File: config.mk
export PLATFORM = sky130hd
export DESIGN_NAME = rtccs_top
export DESIGN_NICKNAME = d
export VERILOG_FILES = /design/src/include/rtccs_pkg.sv /design/src/logic/rtccs_top.sv /design/src/logic/rtccs_sync.sv
export VERILOG_INCLUDE_DIRS = /design/src /design/src/include
export SDC_FILE = /design/constraint.sdc
export NUM_CORES = 1
export LEC_CHECK = 0
export CORE_ASPECT_RATIO = 0.9
export CORE_MARGIN = 8
export CORE_UTILIZATION = 55
export DETAILED_ROUTE_END_ITERATION = 12
export DONT_BUFFER_PORTS = 1
export GPL_ROUTABILITY_DRIVEN = 0
export PLACE_DENSITY = 0.79
export SYNTH_ARGS = -nofsm -noshare
export SYNTH_HDL_FRONTEND = slang
export SYNTH_SLANG_ARGS = --single-unit
export TNS_END_PERCENT = 1
File: constraint.sdc
create_clock -name clock -period 3.7 [get_ports clock]
set_input_delay 0.185 -clock clock [delete_from_list [all_inputs] [get_ports clock]]
set_output_delay 0.185 -clock clock [all_outputs]
set_load 0.02 [all_outputs]
File: src/include/rtccs_defs.svh
/*
 Constants for the real-time count register block: register indices,
 field positions, reset values and timing counts.
 Assumes it is included by its bare name before the package and modules.
*/
// Behaviour
// - Count is one 16-bit value, two bytes.
// - Count low byte sits at offset 0x08.
// - Count high byte sits one above it.
// - Written count applies two ticks later.
// - Status bit 1 high while count syncs.
// - One shared byte latch at 0x4.
// - Count at period wraps, sets overflow.
`ifndef RTCCS_DEFS_SVH
`define RTCCS_DEFS_SVH

// ------------------------------------------------------------
// Register indices, byte address is four times the index
// ------------------------------------------------------------
`define RTCCS_IDX_W 6
`define RTCCS_IDX_CTRL 6'h00
`define RTCCS_IDX_STATUS 6'h01
`define RTCCS_IDX_MASK 6'h02
`define RTCCS_IDX_FLAGS 6'h03
`define RTCCS_IDX_TEMP 6'h04
`define RTCCS_IDX_COUNT_LOW_BYTE 6'h08
`define RTCCS_IDX_COUNT_HIGH_BYTE 6'h09
`define RTCCS_IDX_PERL 6'h0a
`define RTCCS_IDX_PERH 6'h0b

// ------------------------------------------------------------
// Field positions
// ------------------------------------------------------------
`define RTCCS_BIT_EN 0
`define RTCCS_BIT_COUNT_SYNC_BUSY_FLAG 1
`define RTCCS_BIT_OVF 0

// ------------------------------------------------------------
// Reset values and timing
// ------------------------------------------------------------
`define RTCCS_CNT_RST 16'h0000
`define RTCCS_PER_RST 16'hffff
`define RTCCS_TEMP_RST 8'h00
`define RTCCS_SYNC_TICKS 2'h2
`define RTCCS_TICK_DIV 16

`endif

File: src/include/rtccs_pkg.sv
/*
 Types of the real-time count register block.
 Assumes rtccs_defs.svh is on the include path.
*/
`include "rtccs_defs.svh"

package rtccs_pkg;
	typedef logic [15:0] rtccs_word_t;
	typedef logic [7:0] rtccs_byte_t;

	typedef struct packed {
		logic pending;
		logic [1:0] ticks;
		rtccs_word_t value;
	} rtccs_sync_t;

	typedef struct packed {
		logic [15:0] divCnt;
		logic enable;
		logic mask;
		logic flag;
		rtccs_byte_t temp;
		rtccs_word_t count;
		rtccs_word_t period;
		logic [31:0] rdData;
		logic err;
	} rtccs_state_t;
endpackage

File: src/logic/rtccs_top.sv
/*
 Real-time count register with APB access, shared byte latch, period
 wrap with overflow interrupt, and synchronised count writes.
 Assumes one 250 MHz clock; the real-time rate is a divided tick.
*/
`timescale 1ns/1ns
`default_nettype none
`include "rtccs_defs.svh"

module rtccs_top #(
	parameter int TICK_DIV = `RTCCS_TICK_DIV
) (
	// Clock and reset
	input wire logic clock,
	input wire logic resetn,
	// APB slave
	input wire logic psel,
	input wire logic penable,
	input wire logic pwrite,
	input wire logic [7:0] paddr,
	input wire logic [31:0] pwdata,
	output logic [31:0] prdata,
	output logic pready,
	output logic pslverr,
	// Interrupt
	output logic irq
);
	import rtccs_pkg::*;

	// ------------------------------------------------------------
	// Reset release
	// ------------------------------------------------------------
	logic [1:0] rstSync;
	logic rstn;

	always_ff @(posedge clock or negedge resetn) begin
		if (!resetn) begin
			rstSync <= 2'h0;
		end else begin
			rstSync <= {rstSync[0], 1'b1};
		end
	end
	assign rstn = rstSync[1];

	// ------------------------------------------------------------
	// Declarations
	// ------------------------------------------------------------
	rtccs_state_t state;
	rtccs_state_t next_state;
	logic tick;
	logic setup;
	logic access;
	logic wrAcc;
	logic rdAcc;
	logic [`RTCCS_IDX_W-1:0] idx;
	logic aligned;
	logic mapped;
	logic syncStart;
	logic syncBusy;
	logic syncApply;
	rtccs_word_t syncValue;
	rtccs_word_t startValue;
	logic wrapHit;

	// ------------------------------------------------------------
	// Decode
	// ------------------------------------------------------------
	assign idx = paddr[7:2];
	assign aligned = paddr[1:0] == 2'h0;
	assign setup = psel & ~penable;
	assign access = psel & penable;
	assign wrAcc = access & pwrite & ~state.err;
	assign rdAcc = access & ~pwrite & ~state.err;

	always_comb begin
		case (idx)
			`RTCCS_IDX_CTRL, `RTCCS_IDX_STATUS, `RTCCS_IDX_MASK,
			`RTCCS_IDX_FLAGS, `RTCCS_IDX_TEMP, `RTCCS_IDX_COUNT_LOW_BYTE,
			`RTCCS_IDX_COUNT_HIGH_BYTE, `RTCCS_IDX_PERL, `RTCCS_IDX_PERH: begin
				mapped = aligned;
			end
			default: begin
				mapped = 1'b0;
			end
		endcase
	end

	// Data is registered at setup, so every access has one wait-free
	// access phase and no read path runs straight from the counter.
	assign pready = 1'b1;
	assign pslverr = access & state.err;
	assign prdata = state.rdData;
	assign irq = state.flag & state.mask;

	// ------------------------------------------------------------
	// Real-time tick
	// ------------------------------------------------------------
	assign tick = state.divCnt == 16'(TICK_DIV - 1);

	// ------------------------------------------------------------
	// Count write crossing
	// ------------------------------------------------------------
	assign syncStart = wrAcc && idx == `RTCCS_IDX_COUNT_HIGH_BYTE;
	assign startValue = {pwdata[7:0], state.temp};

	rtccs_sync u_sync (
		.clock(clock),
		.rstn(rstn),
		.tick(tick),
		.start(syncStart),
		.startValue(startValue),
		.busy(syncBusy),
		.apply(syncApply),
		.value(syncValue)
	);

	assign wrapHit = state.enable && tick && !syncApply
		&& state.count == state.period;

	// ------------------------------------------------------------
	// Next state
	// ------------------------------------------------------------
	always_comb begin
		next_state = state;
		next_state.divCnt = tick ? 16'h0000 : state.divCnt + 16'h0001;

		// Counting; a synchronised load replaces the tick's step
		if (syncApply) begin
			next_state.count = syncValue;
		end else if (state.enable && tick) begin
			if (wrapHit) begin
				next_state.count = `RTCCS_CNT_RST;
			end else begin
				next_state.count = state.count + 16'h0001;
			end
		end

		// Setup phase: capture read data and the error answer
		if (setup) begin
			next_state.err = ~mapped;
			next_state.rdData = 32'h0000_0000;
			case (idx)
				`RTCCS_IDX_CTRL: begin
					next_state.rdData[`RTCCS_BIT_EN] = state.enable;
				end
				`RTCCS_IDX_STATUS: begin
					next_state.rdData[`RTCCS_BIT_COUNT_SYNC_BUSY_FLAG] = syncBusy;
				end
				`RTCCS_IDX_MASK: begin
					next_state.rdData[`RTCCS_BIT_OVF] = state.mask;
				end
				`RTCCS_IDX_FLAGS: begin
					next_state.rdData[`RTCCS_BIT_OVF] = state.flag;
				end
				`RTCCS_IDX_TEMP: begin
					next_state.rdData[7:0] = state.temp;
				end
				`RTCCS_IDX_COUNT_LOW_BYTE: begin
					next_state.rdData[7:0] = state.count[7:0];
				end
				`RTCCS_IDX_COUNT_HIGH_BYTE: begin
					next_state.rdData[7:0] = state.temp;
				end
				`RTCCS_IDX_PERL: begin
					next_state.rdData[7:0] = state.period[7:0];
				end
				`RTCCS_IDX_PERH: begin
					next_state.rdData[7:0] = state.temp;
				end
				default: begin
					next_state.rdData = 32'h0000_0000;
				end
			endcase
			// Unaligned hits on a mapped index answer zero as well
			if (!mapped) begin
				next_state.rdData = 32'h0000_0000;
			end
			// High byte latched from the same snapshot as the low byte,
			// so a tick between setup and access cannot tear the pair
			if (mapped && !pwrite && idx == `RTCCS_IDX_COUNT_LOW_BYTE) begin
				next_state.temp = state.count[15:8];
			end
		end

		// Access phase: period low-byte reads latch the high byte
		if (rdAcc) begin
			case (idx)
				`RTCCS_IDX_PERL: begin
					next_state.temp = state.period[15:8];
				end
				default: begin
					next_state.temp = state.temp;
				end
			endcase
		end

		// Access phase writes
		if (wrAcc) begin
			case (idx)
				`RTCCS_IDX_CTRL: begin
					next_state.enable = pwdata[`RTCCS_BIT_EN];
				end
				`RTCCS_IDX_MASK: begin
					next_state.mask = pwdata[`RTCCS_BIT_OVF];
				end
				`RTCCS_IDX_FLAGS: begin
					if (pwdata[`RTCCS_BIT_OVF]) begin
						next_state.flag = 1'b0;
					end
				end
				`RTCCS_IDX_TEMP, `RTCCS_IDX_COUNT_LOW_BYTE, `RTCCS_IDX_PERL: begin
					next_state.temp = pwdata[7:0];
				end
				`RTCCS_IDX_PERH: begin
					next_state.period = {pwdata[7:0], state.temp};
				end
				default: begin
					next_state.temp = state.temp;
				end
			endcase
		end

		// Overflow set wins over a clear in the same cycle
		if (wrapHit) begin
			next_state.flag = 1'b1;
		end
	end

	// ------------------------------------------------------------
	// State register
	// ------------------------------------------------------------
	always_ff @(posedge clock or negedge rstn) begin
		if (!rstn) begin
			state <= '{
				divCnt: 16'h0000,
				enable: 1'b0,
				mask: 1'b0,
				flag: 1'b0,
				temp: `RTCCS_TEMP_RST,
				count: `RTCCS_CNT_RST,
				period: `RTCCS_PER_RST,
				rdData: 32'h0000_0000,
				err: 1'b0
			};
		end else begin
			state <= next_state;
		end
	end
endmodule

`default_nettype wire

File: src/logic/rtccs_sync.sv
/*
 Carries a written count value into the tick domain of the counter.
 Assumes tick is a one-cycle enable pulse of the real-time rate.
*/
`timescale 1ns/1ns
`default_nettype none
`include "rtccs_defs.svh"

module rtccs_sync (
	// Clock and reset
	input wire logic clock,
	input wire logic rstn,
	// Tick domain
	input wire logic tick,
	// Load request
	input wire logic start,
	input wire rtccs_pkg::rtccs_word_t startValue,
	// Result
	output logic busy,
	output logic apply,
	output rtccs_pkg::rtccs_word_t value
);
	import rtccs_pkg::*;

	rtccs_sync_t state;
	rtccs_sync_t next_state;
	logic lastTick;

	// ------------------------------------------------------------
	// Tick counting
	// ------------------------------------------------------------
	assign lastTick = state.ticks == (`RTCCS_SYNC_TICKS - 2'h1);
	assign apply = state.pending & tick & lastTick;
	assign busy = state.pending;
	assign value = state.value;

	always_comb begin
		next_state = state;
		if (start) begin
			// A new write restarts the crossing with the latest value
			next_state.pending = 1'b1;
			next_state.ticks = 2'h0;
			next_state.value = startValue;
		end else if (state.pending && tick) begin
			if (lastTick) begin
				next_state.pending = 1'b0;
				next_state.ticks = 2'h0;
			end else begin
				next_state.ticks = state.ticks + 2'h1;
			end
		end
	end

	always_ff @(posedge clock or negedge rstn) begin
		if (!rstn) begin
			state <= '{pending: 1'b0, ticks: 2'h0, value: `RTCCS_CNT_RST};
		end else begin
			state <= next_state;
		end
	end
endmodule

`default_nettype wire

==> reports/results.tsv <==
stage	metric	value	unit
global_route	met3 Use GR	5.98	%
clocking	H-tree levels	3	
floorplanning	# rows	32	
routing	Routed WL per cell	19.1	µm
routing	DRT iter0 DRCs	396	
placement	dpl hpwl	7.87	mm
sta	Final Hold Vio Count	0	
global_route	global-route wire length before repair	18.2	mm
clocking	Resize count post-CTS	0	
clocking	Root Driver	clkbuf_8	
layout	commonest non-fill, non-tap cell in the layout	dfrtp_1	
logic_synthesis	Yosys warning total	0	
routing	DRT antenna net count	0	
floorplanning	core area	8570	µm²
critical_path	CP delay by family, top	simple AND/OR/NAND/NOR gates	
sta	fin crit share	65.3	%
logic_synthesis	Post-synth top flop	dfrtp_1	
sta	final clock skew	0.0130	ns
global_route	met1 Use GR	25.8	%
floorplanning	die extent in x	115	µm
power_and_ir_drop	pwr/cell area	350	nW/µm²
sta	post-layout minimum cycle time	2.42	ns
floorplanning	Die Area	12100	µm²
layout	Diodes inserted	0	
layout	most frequent cells in the layout	72 x dfrtp_1, 36 x mux2_2, 34 x nand2_1, 27 x o21ai_0, 26 x conb_1	
clocking	clk slew on worst S/H paths	0.09	ns
logic_synthesis	Post-synth EDFFs	0	
critical_path	worst-path maximum fanout	15	
critical_path	Crit-path slowest cell	and2_1	
routing	DRC	0	
global_route	GRT Residual Overflow	0	
critical_path	critical path, cell by cell	nor4_1 -> and4_1 -> and2_1 -> nand2_2 -> o311ai_1	
global_route	largest net degree at the start of global routing	88	
power_and_ir_drop	Switching Share	27.0	%
logic_synthesis	synthesized instance count	468	
floorplanning	Die Y	105	µm
global_route	number of antenna violations at the first check in global routing	0	
layout	post-route cell area	5010	µm²
logic_synthesis	ys async rst share	100	%
power_and_ir_drop	IR Drop Worst-Case VDD	0.000303	V
clocking	Num CTS Buffers	9	
placement	PortBufs	0	
routing	drt pass-1 iters	5	
layout	FILL cells	740	
worst_hold_path	min-delay worst type	in -> reg	
global_route	layer with the highest usage	met2	
sta	fmax	0.414	GHz
sta	final slew viol count	0	
layout	Final nets	508	
global_route	met2 Use GR	27.9	%
critical_path	Setup CP Type	reg -> reg	
placement	dpl cells	560	
layout	synth-to-layout area growth	3.52	%
critical_path	crit path DAT	2.67	ns
layout	Non-Filler Instances	585	
logic_synthesis	synthesized area per cell	10.3	µm²
sta	RSZ-0062 raised after global routing	false	
critical_path	Bufs and invs on worst path	0	
critical_path	CP Capture Type	register	
logic_synthesis	Synth Cell Area	4840	µm²
placement	Placed Instance Area	4750	µm²
clocking	Clk Latency, worst-skew pair	0.36	ns
power_and_ir_drop	switching power total	473	µW
sta	setup TNS	0	ns
power_and_ir_drop	Leak	0.00225	µW
global_route	GRT Overall Usage	18.9	%
logic_synthesis	register bit count reported by yosys	89	
floorplanning	# IOs	80	
routing	via total after detailed routing	3608	
sta	Fin Hold WS	0.0182	ns
sta	Slew headroom	22.6	%
power_and_ir_drop	Comb pwr share	5.4	%
sta	Slew @ Worst Pin	1.15	ns
clocking	CTS tree	yes	
sta	final setup violation count	0	
clocking	CTS Sinks	89	
power_and_ir_drop	Clk network pwr share	34.3	%
power_and_ir_drop	Reg power frac	60.3	%
critical_path	startpoint class of the critical path	register	
routing	Vias/cell	6.17	
floorplanning	Starting Density	56.5	%
flow_run	MaxCap Viol Count	0	
power_and_ir_drop	Int Power	1280	µW
critical_path	WP data required	3.95	ns
logic_synthesis	Seq/Total Area, Yosys	46.4	%
clocking	clk buf depth	2	
global_route	vias in the first global route	3469	
logic_synthesis	post-synthesis cell type count	59	
routing	final WL	11.2	mm
layout	layout cell share with drive strength beyond 1	17.2	%
run_status	status	completed	
critical_path	CP max stage delay	0.59	ns
cells in the mapped netlist (10+ instances only):
cell type	instances	area, µm²
a21oi_1	10	50.1
buf_4	36	270
dfrtp_1	73	1830
dfstp_2	16	420
inv_1	15	56.3
mux2_2	36	405
nand2_1	34	128
nand3_1	13	65.1
nand4_1	12	75.1
nor2_1	20	75.1
o21ai_0	27	135
xnor2_1	11	96.3
xor2_1	20	175
stage by stage:
stage / setup slack, ns / power (µW) / util [%]
4_1_cts: 1.32 / 1760 / 58.5
2_1_floorplan: 1.07 / 1150 / -
3_5_place_dp: 1.36 / 1150 / 55.4
5_1_grt: 1.11 / 1810 / 58.5
3_3_place_gp: 1.39 / 1150 / 55.4
6_report: 1.28 / 1750 / 58.5
power groups by stage:
stage / combinational, µW / sequential, µW / clock (µW)
2_1_floorplan: 98.4 / 1050 / 0
3_3_place_gp: 80.3 / 1070 / 0
3_5_place_dp: 82.6 / 1070 / 0
4_1_cts: 92.8 / 1050 / 612
5_1_grt: 104 / 1060 / 644
6_report: 95.0 / 1060 / 601
final timing paths:
path,slack (ns),start,end,cells after the start
worst max-delay path,1.28,state[88],state[61],5
worst min-delay path,0.02,pwdata[5],startValue[5],2
worst max register to register,1.28,state[88],state[61],5
worst min register to register,0.35,rstSync[0],rstSync[1],0
max in group asynchronous,2.47,rstSync[1],u_sync.value[12],0
min in group asynchronous,0.04,resetn,rstSync[1],1
kinds of logic (layout without fill, tap and decap cells):
group                      count (synthesis)  in the layout  synth area share [%]
buffers and inverters                     68             42                  8.38
other                                      2             26                 0.155
AOI/OAI and AO/OA                        100            100                  14.2
and+or+nand+nor                          138            138                  15.9
DFF                                       89             89                  46.4
muxes                                     38             38                  8.79
xor gates and xnor gates                  31             31                  5.61
adders and majority gates                  2              2                 0.517
per-layer routing:
layer  part of all wire (%)  routed length (µm)  vias up
li1                       -                   -     1639
met1                     42                4750     1785
met2                     45                5060      168
met3                     11                1240       16
met4                    1.3                 144        0
met5                      0                   0        -
registers in the layout (all words and copies together), names as in the netlist:
name / flops
rstSync: 2
u_sync.state: 2
prdata: 8
u_sync.busy: 1
startValue: 8
state: 52
u_sync.value: 16
area by class of cell:
cell class              instances  area (µm²)  share of cell area, %
multi-input cells             335        2280                   45.4
well taps                     119         149                   2.97
clock inverters                 6        43.8                  0.874
flip-flops and latches         89        2250                   44.9
clock buffers                  10         128                   2.55
inverters                      15        56.3                   1.12
repair buffers                 11         105                   2.10
worst register-to-register path, cell delays in order, from the launching register on:
cell,delay (ns)
dfrtp_1,0.42
nor4_1,0.38
and4_1,0.38
and2_1,0.59
nand2_2,0.23
o311ai_1,0.31
repair_timing:
item	in CTS	in global routing
hold buffers	9	0
hold endpoints to repair	22	0
setup buffers	0	0
(Power assumes the default switching activity.)
